## config.mk

```make
export PLATFORM = sky130hd
export DESIGN_NAME = mem_bus_pins
export DESIGN_NICKNAME = d
export VERILOG_FILES = /design/src/sel_sample.v /design/src/mem_bus_pins.v
export VERILOG_INCLUDE_DIRS = /design/src /design/src/src
export SDC_FILE = /design/constraint.sdc
export NUM_CORES = 1
export LEC_CHECK = 0
export ABC_CLOCK_PERIOD_IN_PS = 2390
export BUFFER_PORTS_ARGS = -buffer_cell sky130_fd_sc_hd__buf_2
export CAP_MARGIN = 40
export CORE_MARGIN = 3
export CORE_UTILIZATION = 30
export DETAILED_ROUTE_END_ITERATION = 7
export PLACE_DENSITY_LB_ADDON = 0.2
export SKIP_CTS_REPAIR_TIMING = 1
export SLEW_MARGIN = 20
export SYNTH_ARGS = -nofsm -noshare
export SYNTH_HDL_FRONTEND = slang
export SYNTH_HIERARCHICAL = 1
export SYNTH_SLANG_ARGS = --single-unit
```

## constraint.sdc

```tcl
create_clock -name REF_CLK_IN -period 2.39 [get_ports REF_CLK_IN]
set_input_delay 0.5975 -clock REF_CLK_IN [delete_from_list [all_inputs] [get_ports REF_CLK_IN]]
set_output_delay 0.5975 -clock REF_CLK_IN [all_outputs]
set_load 0.01 [all_outputs]
```

## src/mem_pins_map.vh

```
// constants for the memory bus pin signalling block: timing, pin fields,
// reset values; included by every design file that needs them
`ifndef MEM_PINS_MAP_VH
`define MEM_PINS_MAP_VH

// internal clock period in ns
`define CLK_PERIOD_NS 40
// least times of each bus phase in ns
`define T_PRE_NS 80
`define T_ROW_NS 80
`define T_COL_NS 40
`define T_DATA_NS 80
// least times rounded up to whole clock cycles
`define CYC_PRE ((`T_PRE_NS + `CLK_PERIOD_NS - 1) / `CLK_PERIOD_NS)
`define CYC_ROW ((`T_ROW_NS + `CLK_PERIOD_NS - 1) / `CLK_PERIOD_NS)
`define CYC_COL ((`T_COL_NS + `CLK_PERIOD_NS - 1) / `CLK_PERIOD_NS)
`define CYC_DATA ((`T_DATA_NS + `CLK_PERIOD_NS - 1) / `CLK_PERIOD_NS)

// shared address/data line fields
`define AD_FAULT_BIT 8
`define AD_ROW_LSB 9
`define AD_ROW_MSB 31

// reset values
`define BIT_OUT_RESET 8'h00
`define BIT_IN_RESET 8'hff

`endif

```

## src/sel_sample.v

```verilog
// per-bit sampler: takes a value from its dedicated pin or, when the pin
// is not selected, from a shared address/data line in a qualifying state
// assumes all inputs are synchronous to clk_in
`timescale 1ns/10ps
`default_nettype none

module sel_sample #(
    parameter W = 8,
    parameter [W-1:0] RST_VAL = {W{1'b1}}
) (
    input wire clk_in,              // internal clock
    input wire rst_n_in,            // synchronous reset, active low
    input wire pin_sel_in,          // 1: dedicated pin, 0: shared line
    input wire [W-1:0] pin_val_in,  // dedicated pin values
    input wire [W-1:0] ad_val_in,   // shared line values
    input wire qual_in,             // strobe state lets shared line through
    output wire [W-1:0] held_out    // registered sample
);

    reg [W-1:0] held_reg;

    assign held_out = held_reg;

    // one flop per bit; shared-line value held between qualifying states
    genvar i;
    generate
        for (i = 0; i < W; i = i + 1) begin : g_bit
            always @(posedge clk_in) begin
                if (!rst_n_in) begin
                    held_reg[i] <= RST_VAL[i];
                end else if (pin_sel_in) begin
                    held_reg[i] <= pin_val_in[i];
                end else if (qual_in) begin
                    held_reg[i] <= ad_val_in[i];
                end
            end
        end
    endgenerate

endmodule

`default_nettype wire

```

## src/mem_bus_pins.v

```verilog
// memory bus pin signalling: row/column strobes, data-on-bus, output
// enable, bit outputs and the bit/fault/reset inputs that may share the
// low address/data lines.
// assumes a bus sequencer issues one cycle request at a time and that
// the shared lines are resolved outside from AD_OUT and AD_OE_OUT.
//
// Function
// pin fault select set: asserted fault aborts main cycle and traps.
// pin fault select clear: fault read from line 8 at row fall.
// bit input select set: bit inputs taken from dedicated pins.
// bit input select clear: bits from low lines, row on, column off.
// bit outputs written by both processors, drive dedicated output pins.
// bit outputs also shown on low lines while row strobe inactive.
// row strobe held asserted until another row cycle is needed; a line fault abort also releases it.
// column strobe marks valid column address on the lines.
// data-on-bus active in data part, inactive in address part.
// output enable active exactly for reads from memory.
// outside hardware asserts fault before row strobe becomes active.
// column strobe released at end of the bus cycle.
// reset pin unused at power-up means reset comes from line 8.
// low lines left undriven while the outside drives sampled values.
// shared-line samples registered in qualifying state, held until next.
`timescale 1ns/10ps
`default_nettype none
`include "mem_pins_map.vh"

module mem_bus_pins (
    input wire REF_CLK_IN,          // internal clock, 25 MHz
    input wire RESET_N_IN,          // synchronous reset, active low
    input wire PWRUP_IN,            // power-up window, high
    input wire FAULT_PIN_SEL_IN,    // 1: fault on its own pin
    input wire BIT_PIN_SEL_IN,      // 1: bit inputs on their own pins
    input wire REQ_IN,              // start a bus cycle, pulse
    input wire REQ_READ_IN,         // cycle is a read from memory
    input wire REQ_MAIN_IN,         // cycle is for main_processor
    input wire NEW_ROW_IN,          // cycle needs a new row address
    input wire [22:0] ROW_ADDR_IN,  // row address
    input wire [22:0] COL_ADDR_IN,  // column address
    input wire [31:0] WDATA_IN,     // write data
    input wire FAULT_N_IN,          // memory fault pin, active low
    input wire [7:0] BIT_IN,        // dedicated bit input pins
    input wire MAIN_WR_IN,          // main_processor writes all bits
    input wire [7:0] MAIN_WDATA_IN, // main_processor bit values
    input wire IO_SET_IN,           // io_processor sets one bit
    input wire IO_CLR_IN,           // io_processor clears one bit
    input wire [2:0] IO_SEL_IN,     // io_processor bit index
    input wire [31:0] AD_IN,        // shared lines, sensed
    output reg [31:0] AD_OUT,       // shared lines, driven value
    output reg [31:0] AD_OE_OUT,    // shared lines, per-bit enable
    output reg RAS_N_OUT,           // row strobe, active low
    output reg CAS_N_OUT,           // column strobe, active low
    output reg DOB_N_OUT,           // data on bus, active low
    output reg OE_N_OUT,            // output enable, active low
    output reg [7:0] BIT_OUT,       // bit output pins
    output wire [7:0] BITS_SAMPLED_OUT, // bit inputs as sampled
    output reg RDATA_VALID_OUT,     // cycle finished, pulse
    output reg [31:0] RDATA_OUT,    // read data
    output reg TRAP_OUT,            // main_processor fault trap, pulse
    output reg CPU_RESET_OUT        // reset request to the core, high
);

    localparam S_IDLE = 3'h0;
    localparam S_PRE = 3'h1;
    localparam S_RAS = 3'h2;
    localparam S_COL = 3'h3;
    localparam S_DATA = 3'h4;

    // phase counts kept full width, then cut to the 4-bit counter on purpose
    localparam [31:0] PRE_W = `CYC_PRE - 1;
    localparam [31:0] ROW_W = `CYC_ROW - 1;
    localparam [31:0] COL_W = `CYC_COL - 1;
    localparam [31:0] DATA_W = `CYC_DATA - 1;
    localparam [3:0] LAST_PRE = PRE_W[3:0];
    localparam [3:0] LAST_ROW = ROW_W[3:0];
    localparam [3:0] LAST_COL = COL_W[3:0];
    localparam [3:0] LAST_DATA = DATA_W[3:0];

    reg [2:0] state_reg, state_next;
    reg [3:0] cnt_reg, cnt_next;
    reg open_reg, open_next;
    reg read_reg, main_reg;
    reg [22:0] row_reg, col_reg;
    reg [31:0] wdata_reg;
    reg ras_n_prev_reg;
    reg fault_ad_reg;
    reg use_pin_reg;
    reg ras_n_next, cas_n_next, dob_n_next, oe_n_next;
    reg done_next, trap_next;
    reg [31:0] rdata_next, ad_next, ad_oe_next;
    reg [7:0] bits_next;
    wire [22:0] cur_row, cur_col;
    wire [31:0] cur_wdata;
    wire cur_read;
    wire qual;
    wire reset_held;

    // request fields are live in idle, latched afterwards
    assign cur_row = (state_reg == S_IDLE) ? ROW_ADDR_IN : row_reg;
    assign cur_col = (state_reg == S_IDLE) ? COL_ADDR_IN : col_reg;
    assign cur_wdata = (state_reg == S_IDLE) ? WDATA_IN : wdata_reg;
    assign cur_read = (state_reg == S_IDLE) ? REQ_READ_IN : read_reg;

    // low lines carry outside values while row is on and column off
    assign qual = !RAS_N_OUT && CAS_N_OUT;

    // bit input select
    // shared line bits
    // hold samples
    sel_sample #(.W(8), .RST_VAL(`BIT_IN_RESET)) u_bits (
        .clk_in(REF_CLK_IN),
        .rst_n_in(RESET_N_IN),
        .pin_sel_in(BIT_PIN_SEL_IN),
        .pin_val_in(BIT_IN),
        .ad_val_in(AD_IN[7:0]),
        .qual_in(qual),
        .held_out(BITS_SAMPLED_OUT)
    );

    // reset from line
    sel_sample #(.W(1), .RST_VAL(1'b1)) u_rst (
        .clk_in(REF_CLK_IN),
        .rst_n_in(RESET_N_IN),
        .pin_sel_in(use_pin_reg),
        .pin_val_in(RESET_N_IN),
        .ad_val_in(AD_IN[`AD_FAULT_BIT]),
        .qual_in(qual),
        .held_out(reset_held)
    );

    // power-up strap
    // a reset pin held low during power-up keeps the pin in use;
    // otherwise the pin is ignored and line 8 carries reset
    always @(posedge REF_CLK_IN) begin
        if (PWRUP_IN) begin
            use_pin_reg <= !RESET_N_IN;
        end
    end

    // bit output writes
    // the io_processor bit op lands on top of a same-cycle group write
    always @* begin
        bits_next = BIT_OUT;
        if (MAIN_WR_IN) begin
            bits_next = MAIN_WDATA_IN;
        end
        if (IO_SET_IN) begin
            bits_next[IO_SEL_IN] = 1'b1;
        end else if (IO_CLR_IN) begin
            bits_next[IO_SEL_IN] = 1'b0;
        end
    end

    // cycle sequencer and next strobe levels
    always @* begin
        state_next = state_reg;
        cnt_next = cnt_reg + 4'h1;
        open_next = open_reg;
        ras_n_next = RAS_N_OUT;
        cas_n_next = 1'b1;
        dob_n_next = 1'b1;
        oe_n_next = 1'b1;
        done_next = 1'b0;
        trap_next = 1'b0;
        rdata_next = RDATA_OUT;
        case (state_reg)
            S_IDLE: begin
                cnt_next = 4'h0;
                if (REQ_IN) begin
                    if (FAULT_PIN_SEL_IN && REQ_MAIN_IN && !FAULT_N_IN) begin
                        // pin fault abort
                        trap_next = 1'b1;
                        done_next = 1'b1;
                    end else if (open_reg && !NEW_ROW_IN) begin
                        // same row, column
                        state_next = S_COL;
                        cas_n_next = 1'b0;
                    end else if (open_reg) begin
                        // new row release
                        state_next = S_PRE;
                        ras_n_next = 1'b1;
                        open_next = 1'b0;
                    end else begin
                        state_next = S_RAS;
                        ras_n_next = 1'b0;
                        open_next = 1'b1;
                    end
                end
            end
            S_PRE: begin
                if (cnt_reg == LAST_PRE) begin
                    state_next = S_RAS;
                    cnt_next = 4'h0;
                    ras_n_next = 1'b0;
                    open_next = 1'b1;
                end
            end
            S_RAS: begin
                if (cnt_reg == LAST_ROW) begin
                    cnt_next = 4'h0;
                    if (!FAULT_PIN_SEL_IN && main_reg && fault_ad_reg) begin
                        // line fault abort
                        // no column cycle inside a faulted row cycle
                        state_next = S_IDLE;
                        ras_n_next = 1'b1;
                        open_next = 1'b0;
                        trap_next = 1'b1;
                        done_next = 1'b1;
                    end else begin
                        state_next = S_COL;
                        cas_n_next = 1'b0;
                    end
                end
            end
            S_COL: begin
                cas_n_next = 1'b0;
                if (cnt_reg == LAST_COL) begin
                    // data part begins
                    // read enable
                    state_next = S_DATA;
                    cnt_next = 4'h0;
                    dob_n_next = 1'b0;
                    oe_n_next = !read_reg;
                end
            end
            S_DATA: begin
                cas_n_next = 1'b0;
                dob_n_next = 1'b0;
                oe_n_next = !read_reg;
                if (cnt_reg == LAST_DATA) begin
                    // column release
                    // row stays on
                    state_next = S_IDLE;
                    cas_n_next = 1'b1;
                    dob_n_next = 1'b1;
                    oe_n_next = 1'b1;
                    done_next = 1'b1;
                    if (read_reg) begin
                        rdata_next = AD_IN;
                    end
                end
            end
            default: begin
                state_next = S_IDLE;
                ras_n_next = 1'b1;
                open_next = 1'b0;
            end
        endcase
    end

    // shared line drive follows the strobe levels about to appear
    always @* begin
        ad_next = 32'h0000_0000;
        ad_oe_next = 32'h0000_0000;
        if (ras_n_next) begin
            // bits on low lines
            ad_next[7:0] = bits_next;
            ad_oe_next[7:0] = 8'hff;
        end else if (cas_n_next) begin
            // low lines released
            ad_next[`AD_ROW_MSB:`AD_ROW_LSB] = cur_row;
            ad_oe_next[`AD_ROW_MSB:`AD_ROW_LSB] = 23'h7f_ffff;
        end else if (dob_n_next) begin
            ad_next[`AD_ROW_MSB:`AD_ROW_LSB] = cur_col;
            ad_oe_next = 32'hffff_ffff;
        end else if (!cur_read) begin
            ad_next = cur_wdata;
            ad_oe_next = 32'hffff_ffff;
        end
    end

    // state, latched request and every output pin except CPU_RESET_OUT and BITS_SAMPLED_OUT
    always @(posedge REF_CLK_IN) begin
        if (!RESET_N_IN) begin
            state_reg <= S_IDLE;
            cnt_reg <= 4'h0;
            open_reg <= 1'b0;
            read_reg <= 1'b0;
            main_reg <= 1'b0;
            row_reg <= 23'h00_0000;
            col_reg <= 23'h00_0000;
            wdata_reg <= 32'h0000_0000;
            RAS_N_OUT <= 1'b1;
            CAS_N_OUT <= 1'b1;
            DOB_N_OUT <= 1'b1;
            OE_N_OUT <= 1'b1;
            AD_OUT <= 32'h0000_0000;
            AD_OE_OUT <= 32'h0000_0000;
            BIT_OUT <= `BIT_OUT_RESET;
            RDATA_VALID_OUT <= 1'b0;
            RDATA_OUT <= 32'h0000_0000;
            TRAP_OUT <= 1'b0;
        end else begin
            state_reg <= state_next;
            cnt_reg <= cnt_next;
            open_reg <= open_next;
            if (state_reg == S_IDLE && REQ_IN) begin
                read_reg <= REQ_READ_IN;
                main_reg <= REQ_MAIN_IN;
                row_reg <= ROW_ADDR_IN;
                col_reg <= COL_ADDR_IN;
                wdata_reg <= WDATA_IN;
            end
            RAS_N_OUT <= ras_n_next;
            CAS_N_OUT <= cas_n_next;
            DOB_N_OUT <= dob_n_next;
            OE_N_OUT <= oe_n_next;
            AD_OUT <= ad_next;
            AD_OE_OUT <= ad_oe_next;
            BIT_OUT <= bits_next;
            RDATA_VALID_OUT <= done_next;
            RDATA_OUT <= rdata_next;
            TRAP_OUT <= trap_next;
        end
    end

    // fault at row fall
    // sampled only on the first cycle of row active with column off
    always @(posedge REF_CLK_IN) begin
        if (!RESET_N_IN) begin
            ras_n_prev_reg <= 1'b1;
            fault_ad_reg <= 1'b0;
            CPU_RESET_OUT <= 1'b1;
        end else begin
            ras_n_prev_reg <= RAS_N_OUT;
            if (!RAS_N_OUT && ras_n_prev_reg && CAS_N_OUT) begin
                fault_ad_reg <= !AD_IN[`AD_FAULT_BIT];
            end
            CPU_RESET_OUT <= !reset_held;
        end
    end

endmodule

`default_nettype wire

```

# ---- Word level (Yosys, flattened, before mapping)
# Cells that the tools add are included.
dict set report totals {
  reg_bits 211
  latchBits 0
  ramBits 0
  romBits 0
  in_bits 142
  elab_cells 168
  mem_count 0
}
dict set report op_classes {
  add_sub_neg 1
  mul 0
  div 0
  magnitude_cmp 2
  n_eq_ne 13
  n_shift 0
  n_mux 82
  bitwise 5
  reduce_logical 30
}
# cell count
set op_table {}
lappend op_table {{$mux W32} 4}
lappend op_table {{$mux W23} 5}
lappend op_table {{$mux W8} 8}
lappend op_table {{$mux W1} 44}
lappend op_table {{$mux W3} 6}
lappend op_table {{$ne A2 B2 Y1 const B} 8}
lappend op_table {{$pmux W3 S5} 1}
lappend op_table {{$pmux W1 S4} 3}
lappend op_table {{$pmux W4 S3} 1}
lappend op_table {{$logic_and A1 B1 Y1} 10}
lappend op_table {{$and A8 B8 Y8} 1}
lappend op_table {{$logic_not A1 Y1} 8}
lappend op_table {{$mux W4} 2}
lappend op_table {{$not A8 Y8} 1}
lappend op_table {{$or A8 B8 Y8} 1}
lappend op_table {{$reduce_or A2 Y1} 4}
lappend op_table {{$reduce_and A7 Y1} 1}
lappend op_table {{$eq A3 B2 Y1 const B} 2}
lappend op_table {{$mux W2} 3}
lappend op_table {{$pmux W1 S2} 3}
lappend op_table {{$reduce_and A6 Y1} 1}
lappend op_table {{$reduce_or A5 Y1} 1}
lappend op_table {{$add A4 B1 Y4 const B} 1}
lappend op_table {{$eq A4 B1 Y1 const B} 1}
lappend op_table {{12 further kinds} 13}

# ---- Longest topological paths before layout
# Gate-level depths: netlist of run 1.
dict set report logic_depth {
  word_depth 9
  ltp_mapped 8
  depth_no_buf 7
}

# ---- Modules after synthesis
# The synthesis of run 1 kept the hierarchy.
# module n_inst cells_per_inst area_each_um2
set modules_own_cells {}
lappend modules_own_cells {mem_bus_pins 1 870 7328.3}
lappend modules_own_cells {{sel_sample at u_bits} 1 35 395.4}
lappend modules_own_cells {{sel_sample at u_rst} 1 5 48.8}

# ---- Worst setup path after synthesis of run 1
# OpenSTA, ideal clock, no wires.
dict set report synth_path {
  path_type {input -> register}
  start {input FAULT_N_IN}
  end {register AD_OUT[30]}
  arrival_time_ns 2.142
  required_time_ns 2.302
  slack_ns 0.160
  path_stages 6
  path_buffers 1
  path_cell_list {nand3b_1 > a31o_2 > a311oi_2 > nand4_4 > buf_2 > o32ai_2}
}
dict set report synth_via {
  elab_chain_cells 6
  word_cells_on_any_way 10
}
# element line
set synth_rtl {}
lappend synth_rtl {{start, declared} mem_bus_pins.v:40} ;# input wire FAULT_N_IN,
lappend synth_rtl {{$logic_not A1 Y1 (*)} mem_bus_pins.v:169} ;# if (FAULT_PIN_SEL_IN && REQ_MAIN_IN && !FAULT_N_IN) begin
lappend synth_rtl {{$logic_and A1 B1 Y1 (*)} mem_bus_pins.v:169}
lappend synth_rtl {{$mux W1} mem_bus_pins.v:169}
lappend synth_rtl {{$mux W1} mem_bus_pins.v:168} ;# if (REQ_IN) begin
lappend synth_rtl {{$pmux W1 S4} mem_bus_pins.v:165} ;# case (state_reg)
lappend synth_rtl {{$mux W23 / $reduce_or A2 Y1 (equally long branches)} --}
lappend synth_rtl {{end signal, assigned} mem_bus_pins.v:307} ;# AD_OUT <= ad_next;
lappend synth_rtl {{end, declared} mem_bus_pins.v:48} ;# output reg [31:0] AD_OUT,
# Mark *: on every way between the ends. The rest lies on a longest branch, timed or not.
# A chain may end at the register's enable or synchronous reset.

# ---- Worst setup path in the final report of run 1
dict set report layout_path {
  start {register cnt_reg[1]}
  end {register AD_OUT[27]}
}
dict set report layout_via {
  elab_chain_cells 5
  word_cells_on_any_way 13
}
# element line
set layout_rtl {}
lappend layout_rtl {{start, declared} mem_bus_pins.v:79} ;# reg [3:0] cnt_reg, cnt_next;
lappend layout_rtl {{start signal, assigned} mem_bus_pins.v:294} ;# cnt_reg <= cnt_next;
lappend layout_rtl {{$eq A4 B1 Y1 / $logic_not A4 Y1 (equally long branches)} --}
lappend layout_rtl {{$mux W1, on equally long branches} {mem_bus_pins.v:229, mem_bus_pins.v:216}}
lappend layout_rtl {{$pmux W1 S2} mem_bus_pins.v:165}
lappend layout_rtl {{$mux W23} mem_bus_pins.v:262} ;# end else if (dob_n_next) begin
lappend layout_rtl {{$mux W23} mem_bus_pins.v:258} ;# end else if (cas_n_next) begin
# Several ways; a longest one is shown, not always the timed one.

==> results.sh, run 1 <==
export IMPL_routed_wl_um=24200
export IMPL_portBuffers=260
export IMPL_drt_first_pass_iters=5
export IMPL_fin_area_um2=10000
export IMPL_final_common_cell="buf_2"
export IMPL_die_area_um2=27900
export IMPL_grtUsageTotal_pct=16.6
export IMPL_required_ps=2730
export IMPL_tns_ps=0
export IMPL_synth_flop_cell="dfxtp_1"
export IMPL_drtAntennaViolNets=0
export IMPL_ys_ff_latch=182
export IMPL_synth_cell_types=64
export IMPL_drt_iter0_markers=420
export IMPL_synth_top_cell_area_share_pct=46.6
export IMPL_h_tree_depth=4
export IMPL_final_cell_mix="buf_2 (260), nand2_1 (244), dfxtp_1 (180), a21oi_1 (136), mux2i_1 (48)"
export IMPL_cap_violations=0
export IMPL_start_kind="flip-flop"
export IMPL_finalSetupViolCount=0
export IMPL_rsz0062_at_grt="false"
export IMPL_fin_skew_ps=16.9
export IMPL_nets=1273
export IMPL_die_h_um=167
export IMPL_holdWs_ps=363
export IMPL_std_cell_rows=58
export IMPL_die_w_um=167
export IMPL_drive_gt1_share_pct=32.2
export IMPL_io_pins=261
export IMPL_grt_pass1_wl_um=37300
export IMPL_cts_buffers=17
export IMPL_synth_nets=1055
export IMPL_p_per_area_nw_per_um2=911
export IMPL_syn_avg_cell_area_um2=8.54
export IMPL_crit_chain="inv_1 -> ha_2 -> nor3b_4 -> buf_4 -> a32o_1 -> a311oi_2 -> buf_4 -> nand4_4 -> clkbuf_16 -> o32ai_2"
export IMPL_period_minus_slack_ps=2250
export IMPL_cpMostUsedCell="buf_4"
export IMPL_vias=7177
export IMPL_end_kind="flip-flop"
export IMPL_yosys_area_top_type="dfxtp_1"
export IMPL_instances_no_fill=1471
export IMPL_area_delta_synth_final_pct=29.2
export IMPL_r2r_setup_slack_ps=140
export IMPL_antenna_found_initial=8
export IMPL_start_util_pct=30.7
export IMPL_netlist_instances=910
export IMPL_place_ws_ps=93.2
export IMPL_viasPerCell=4.88
export IMPL_grt_pass1_vias=6616
export IMPL_p_leak_nw=4.41
export IMPL_synth_edf_count=1
export IMPL_critPathMaxFanout=7
export IMPL_worst_skew_pair_late_latency_ps=430
export IMPL_ys_warn_count=6
export IMPL_synthesis_area_um2=7770
export IMPL_place_area_um2=9330
export IMPL_async_reset_ff_share_pct=0
export IMPL_cts_tree="yes"
export IMPL_worst_path_max_delay_cell="dfxtp_2"
export IMPL_dp_cells=1432
export IMPL_utilization_pct=39.6
export IMPL_fillers=2607
export IMPL_crit_type="reg2reg"
export IMPL_wl_per_cell_um=16.4
export IMPL_tightest_slew_ps=571
export IMPL_outcome="finished, final reports clean"
export IMPL_clockBufferDepth=2
export IMPL_hp_class="in2reg"
export IMPL_post_route_period_util_pct=94.3
export IMPL_ys_seq_area_share_pct=47.0
export IMPL_fin_ws_ps=136
export IMPL_grt_overflow_total=0
export IMPL_core_area_um2=25300
export IMPL_gp_congestion=0.836
export IMPL_ir_drop_uv=397
export IMPL_cts_clk_slew_worst_paths_ps=80
export IMPL_slew_viol_final=0
export IMPL_slowest_delay_ps=340
export IMPL_hold_viol=0
export IMPL_fmax_mhz=444
export IMPL_clock_sinks=182
export IMPL_remaining_drc_errors=0
export IMPL_arrival_ps=2590
export IMPL_root_buffer="clkbuf_16"
export IMPL_synth_area_leaders="dfxtp_1 (47%), nand2_1 (12%), a21oi_1 (8.8%)"
export IMPL_p_total_mw=9.15
export IMPL_grt_max_degree=81
export IMPL_dpl_hpwl_um=16900
export IMPL_max_slew_margin_pct=61.4
-- report_power, final --
group	leakage, nW	total (mW)	switching (mW)	internal, mW
Clock	0.286	2.83	1.34	1.49
Combinational	2.63	2.72	1.53	1.19
Sequential	1.49	3.60	0.224	3.38
-- critical path: cells and delay by family, from the launching register on --
family / cells / cell delay, ps
AND/OR/NAND/NOR: 2 / 340
flip-flops: 1 / 340
adder cells (fa/ha/maj): 1 / 170
AO/OA/AOI/OAI: 3 / 680
buffers and inverters: 4 / 640
-- final timing paths --
kind	startpoint	end	cells past startpoint
worst min register to register	u_rst/held_out$_SDFFE_PN1P_	CPU_RESET_OUT$_SDFF_PN1_	1
worst max-delay path	cnt_reg[1]$_SDFF_PN0_	AD_OUT[27]$_SDFF_PP0_	10
worst max register to register	cnt_reg[1]$_SDFF_PN0_	AD_OUT[27]$_SDFF_PP0_	10
worst min-delay path	PWRUP_IN	use_pin_reg$_DFFE_PP_	1
-- cells by family after synthesis --
logic type / share of synthesized area [%]
compound gates: 21.2
xor+xnor: 0.225
fa+ha+maj: 0.483
buf+inv: 7.13
flops: 47.0
mux: 6.33
simple gates: 17.7
-- per-layer routing --
layer	vias up	wire [µm]	global-route usage (%)	part of all wire, %
met5	-	110	0	0.45
met4	14	368	4.05	1.5
met3	31	1760	4.89	7.3
met2	272	11000	26.7	46
met1	3300	10900	21.9	45
li1	3560	-	-	-
-- Yosys cell counts (2+ instances only) --
cell type	n
nand2_1	245
dfxtp_1	181
a21oi_1	136
clkbuf_1	52
mux2i_1	48
buf_4	30
o22ai_1	29
o21ai_0	18
a211oi_1	15
inv_1	12
buf_2	11
nor2_1	11
o32ai_2	11
nand2b_1	9
a2bb2oi_1	8
nor3_1	8
and3b_2	7
a31oi_1	5
nand3_1	5
and3_1	4
o21a_1	4
o32ai_1	4
and3b_1	3
ha_1	3
nand3b_1	3
nor2b_1	3
a31o_2	2
buf_6	2
inv_2	2
nand4_1	2
nor3b_1	2
o211ai_1	2
o31ai_1	2
-- final cells by class --
type	instances	area, µm²	share of cell area [%]
Antenna cell	1	2.50	0.0249
Multi-Input combinational cell	618	3590	35.8
Clock inverter	14	163	1.62
Timing Repair Buffer	295	1740	17.3
Sequential cell	182	3650	36.4
Clock buffer	17	425	4.24
Inverter	14	55.1	0.548
Tap cell	330	413	4.11
Note: power is estimated with default switching activity, not from simulation.
==> run 2, diff against run 1 <==
- CORE_UTILIZATION: 30 -> 40
==> results.sh, run 2 (synthesis results as in run 1) <==
export IMPL_hold_viol=0
export IMPL_viasPerCell=5.09
export IMPL_h_tree_depth=4
export IMPL_p_switching_mw=2.90
export IMPL_start_kind="flip-flop"
export IMPL_core_area_um2=18900
export IMPL_grt_max_degree=77
export IMPL_vias=7130
export IMPL_cpLargestDelayFamily="compound AO/OA/AOI/OAI gates"
export IMPL_grt_pass1_wl_um=35700
export IMPL_holdWs_ps=377
export IMPL_fin_area_um2=9850
export IMPL_instances_no_fill=1400
export IMPL_cts_buffers=17
export IMPL_start_util_pct=41.1
export IMPL_max_slew_margin_pct=64.7
export IMPL_die_h_um=145
export IMPL_clock_sinks=182
export IMPL_tightest_slew_ps=529
export IMPL_cp_num_cells=8
export IMPL_p_int_mw=6.02
export IMPL_p_total_mw=8.92
export IMPL_routed_wl_um=22400
export IMPL_pwr_share_comb_pct=29.2
export IMPL_slowest_delay_ps=390
export IMPL_die_w_um=145
export IMPL_p_leak_nw=4.36
export IMPL_crit_chain="ha_1 -> nor3b_4 -> o21ai_0 -> a311oi_2 -> buf_4 -> nand4_4 -> buf_12 -> o32ai_1"
export IMPL_drt_first_pass_iters=5
export IMPL_area_delta_synth_final_pct=26.7
export IMPL_io_pins=261
export IMPL_finalSetupViolCount=0
export IMPL_final_cell_mix="buf_2 (260), nand2_1 (244), dfxtp_1 (181), a21oi_1 (136), mux2i_1 (48)"
export IMPL_period_minus_slack_ps=2210
export IMPL_slew_viol_final=0
export IMPL_wl_met3_um=1540
export IMPL_rsz0062_at_grt="false"
export IMPL_grt_overflow_total=0
export IMPL_grtUsageTotal_pct=20.6
export IMPL_fmax_mhz=452
export IMPL_drtAntennaViolNets=0
export IMPL_cts_tree="yes"
export IMPL_seq_power_share_pct=40.4
export IMPL_tns_ps=0
export IMPL_antenna_found_initial=2
export IMPL_root_buffer="clkbuf_16"
export IMPL_outcome="finished, final reports clean"
export IMPL_worst_skew_pair_late_latency_ps=420
export IMPL_crit_type="reg2reg"
export IMPL_worst_path_max_delay_cell="dfxtp_1"
export IMPL_hold_depth=1
export IMPL_fin_skew_ps=7.96
export IMPL_clockBufferDepth=2
export IMPL_grt_pass1_vias=6825
export IMPL_wl_met1_um=9980
export IMPL_portBuffers=260
export IMPL_post_route_period_util_pct=92.5
export IMPL_drive_gt1_share_pct=31.7
export IMPL_drt_iter0_markers=344
export IMPL_critPathMaxFanout=24
export IMPL_required_ps=2710
export IMPL_dp_cells=1367
export IMPL_cap_violations=0
export IMPL_r2r_worst_path_cells=8
export IMPL_cts_clk_slew_worst_paths_ps=60
export IMPL_final_common_cell="buf_2"
export IMPL_hp_class="in2reg"
export IMPL_arrival_ps=2540
export IMPL_gp_congestion=0.868
export IMPL_highest_layer="met5"
export IMPL_std_cell_rows=50
export IMPL_p_sw_share_pct=32.5
export IMPL_path_buf_inv=2
export IMPL_place_area_um2=9270
export IMPL_nets=1272
export IMPL_p_per_area_nw_per_um2=905
export IMPL_ir_drop_uv=456
export IMPL_remaining_drc_errors=0
export IMPL_dpl_hpwl_um=15900
export IMPL_wl_per_cell_um=16.0
export IMPL_wl_met2_um=10500
export IMPL_power_frac_clock_pct=30.3
export IMPL_die_area_um2=21100
export IMPL_end_kind="flip-flop"
run 2: cell types whose count changed in the layout (fill, tap and decap cells not counted), moves of 2 or more:
cell	change
clkinv_8	-2
o32ai_2	-2
clkbuf_8	+3
buf_12	-2
clkinv_2	+2
inv_8	-3
o32ai_1	+2
buf_4	+3
inv_6	-2
clkbuf_16	-2
run 2: per-stage QoR:
stage,worst slack (ps),util (%)
CTS,91.5,52.1
finish,178,52.1
global route,19.0,52.1
detailed placement,-16.2,49.1
global placement,66.5,49.1
floorplan,160,-
run 2: final timing paths:
kind | start | to | slack (ps)
setup / recovery | cnt_reg[0]$_SDFF_PN0_ | AD_OUT[19]$_SDFF_PP0_ | 180
hold / removal | PWRUP_IN | use_pin_reg$_DFFE_PP_ | 380
setup reg to reg | cnt_reg[0]$_SDFF_PN0_ | AD_OUT[19]$_SDFF_PP0_ | 180
hold reg to reg | u_rst/held_out$_SDFFE_PN1P_ | CPU_RESET_OUT$_SDFF_PN1_ | 400
run 2: power by group through the flow:
stage	Sequential (mW)	Clock (mW)	Combinational, mW
2_1_floorplan	3.68	0	1.78
3_3_place_gp	3.68	0	2.60
3_5_place_dp	3.68	0	2.62
4_1_cts	3.61	2.78	2.63
5_1_grt	3.65	2.90	2.86
6_report	3.61	2.70	2.61
run 2: area by class of cell:
type                            instances  area (µm²)
Antenna cell                            1        2.50
Clock buffer                           21         470
Clock inverter                         10        98.8
Fill cell                            1901        9040
Inverter                               14        55.1
Multi-Input combinational cell        618        3570
Sequential cell                       182        3650
Tap cell                              260         325
Timing Repair Buffer                  294        1670
run 2: worst register-to-register path, stage by stage, from the launching register on:
cell	delay, ps
dfxtp_1	390
ha_1	200
nor3b_4	380
o21ai_0	180
a311oi_2	220
buf_4	180
nand4_4	100
buf_12	180
o32ai_1	300
run 2: metal layers:
metal | GRT usage [%] | vias up
li1 | - | 3559
met1 | 27.0 | 3286
met2 | 33.8 | 257
met3 | 5.11 | 24
met4 | 6.03 | 4
met5 | 0 | -
==> run 3, diff against run 2 <==
- MAX_ROUTING_LAYER: not set -> met4
==> results.sh, run 3 (synthesis results as in run 1) <==
export IMPL_area_delta_synth_final_pct=26.7
export IMPL_cts_buffers=17
export IMPL_final_common_cell="buf_2"
export IMPL_fillers=1901
export IMPL_required_ps=2720
export IMPL_arrival_ps=2560
export IMPL_r2r_setup_slack_ps=160
export IMPL_clockBufferDepth=2
export IMPL_post_route_period_util_pct=93.5
export IMPL_h_tree_depth=4
export IMPL_fmax_mhz=448
export IMPL_ir_drop_uv=465
export IMPL_dpl_hpwl_um=15900
export IMPL_crit_type="reg2reg"
export IMPL_r2r_worst_path_cells=8
export IMPL_vias=7126
export IMPL_cpLargestDelayFamily="compound AO/OA/AOI/OAI gates"
export IMPL_place_ws_ps=-16.2
export IMPL_hold_viol=0
export IMPL_cts_tree="yes"
export IMPL_utilization_pct=52.1
export IMPL_end_kind="flip-flop"
export IMPL_place_area_um2=9270
export IMPL_finalSetupViolCount=0
export IMPL_viasPerCell=5.09
export IMPL_regArea_um2=3650
export IMPL_period_minus_slack_ps=2230
export IMPL_drtAntennaViolNets=0
export IMPL_start_kind="flip-flop"
export IMPL_die_w_um=145
export IMPL_wl_per_cell_um=16.0
export IMPL_critPathMaxFanout=24
export IMPL_drt_first_pass_iters=5
export IMPL_die_area_um2=21100
export IMPL_worstHoldStart="PWRUP_IN"
export IMPL_rsz0062_at_grt="false"
export IMPL_p_per_area_nw_per_um2=906
export IMPL_core_area_um2=18900
export IMPL_fin_area_um2=9850
export IMPL_portBuffers=260
export IMPL_slew_viol_final=0
export IMPL_grt_pass1_vias=6832
export IMPL_slowest_delay_ps=390
export IMPL_r2r_start="cnt_reg[0]$_SDFF_PN0_"
export IMPL_io_pins=261
export IMPL_clock_sinks=182
export IMPL_grt_pass1_wl_um=35800
export IMPL_remaining_drc_errors=0
export IMPL_r2r_end="AD_OUT[19]$_SDFF_PP0_"
export IMPL_fin_skew_ps=8.48
export IMPL_grtUsageTotal_pct=21.2
export IMPL_tightest_slew_ps=528
export IMPL_nets=1272
export IMPL_antenna_found_initial=2
export IMPL_grt_max_degree=77
export IMPL_cap_violations=0
export IMPL_cts_clk_slew_worst_paths_ps=70
export IMPL_std_cell_rows=50
export IMPL_drt_iter0_markers=340
export IMPL_p_leak_nw=4.36
export IMPL_start_util_pct=41.1
export IMPL_gp_congestion=0.882
export IMPL_die_h_um=145
export IMPL_holdWs_ps=371
export IMPL_max_slew_margin_pct=64.8
export IMPL_worst_path_max_delay_cell="dfxtp_1"
export IMPL_hp_class="in2reg"
export IMPL_drive_gt1_share_pct=31.7
export IMPL_instances_no_fill=1401
export IMPL_worst_skew_pair_late_latency_ps=430
export IMPL_final_cell_mix="buf_2 (260), nand2_1 (244), dfxtp_1 (181), a21oi_1 (136), mux2i_1 (48)"
export IMPL_root_buffer="clkbuf_16"
export IMPL_fin_ws_ps=156
export IMPL_routed_wl_um=22400
export IMPL_hold_end="use_pin_reg$_DFFE_PP_"
export IMPL_hold_depth=1
export IMPL_dp_cells=1367
export IMPL_grt_overflow_total=0
export IMPL_crit_chain="ha_1 -> nor3b_4 -> o21ai_0 -> a311oi_2 -> buf_4 -> nand4_4 -> buf_12 -> o32ai_1"
export IMPL_path_buf_inv=2
export IMPL_multi_input_area_um2=3570
export IMPL_outcome="finished, final reports clean"
==> run 3: how the worst max path moves through the flow <==
| stage | startpoint | endpoint | slack (ps) | cells past startpoint |
|---|---|---|---|---|
| CTS | cnt_reg[0]$_SDFF_PN0_ | AD_OUT[0]$_SDFF_PN0_ | 90 | 7 |
| global placement | FAULT_N_IN | AD_OUT[2]$_SDFF_PN0_ | 70 | 7 |
| finish | cnt_reg[0]$_SDFF_PN0_ | AD_OUT[19]$_SDFF_PP0_ | 160 | 8 |
| floorplan | FAULT_N_IN | AD_OUT[30]$_SDFF_PP0_ | 160 | 6 |
| global route | cnt_reg[0]$_SDFF_PN0_ | AD_OUT[19]$_SDFF_PP0_ | 20 | 8 |
| detailed placement | FAULT_N_IN | AD_OUT[0]$_SDFF_PN0_ | -20 | 7 |
==> run 3: per-layer routing <==
metal	wire length [µm]	track usage (%)
met1	10200	27.1
met2	10400	33.8
met3	1430	4.76
met5	0	-
met4	386	6.03
==> run 3: through the flow <==
step                      power (mW)  setup TNS (ps)
after CTS                       9.03               0
after floorplan                 5.46               0
after global placement          6.28               0
after global routing            9.41               0
final                           8.93               0
after detailed placement        6.29           -16.2
==> run 3: final cells by class <==
class | count | share of cell area [%]
Timing Repair Buffer | 294 | 16.9
Clock buffer | 21 | 4.78
Antenna cell | 2 | 0.0508
Tap cell | 260 | 3.30
Clock inverter | 10 | 1.00
Multi-Input combinational cell | 618 | 36.3
Inverter | 14 | 0.559
Sequential cell | 182 | 37.1
==> run 3: where the power goes <==
part	switching (mW)	total [mW]	internal [mW]
clock network	1.19	2.71	1.52
registers	0.227	3.61	3.38
logic	1.49	2.61	1.12
total	2.91	8.93	6.02
==> run 3: worst reg2reg max path: stages, from the launching register on <==
cell	delay, ps
dfxtp_1	390
ha_1	200
nor3b_4	390
o21ai_0	180
a311oi_2	220
buf_4	180
nand4_4	100
buf_12	180
o32ai_1	310
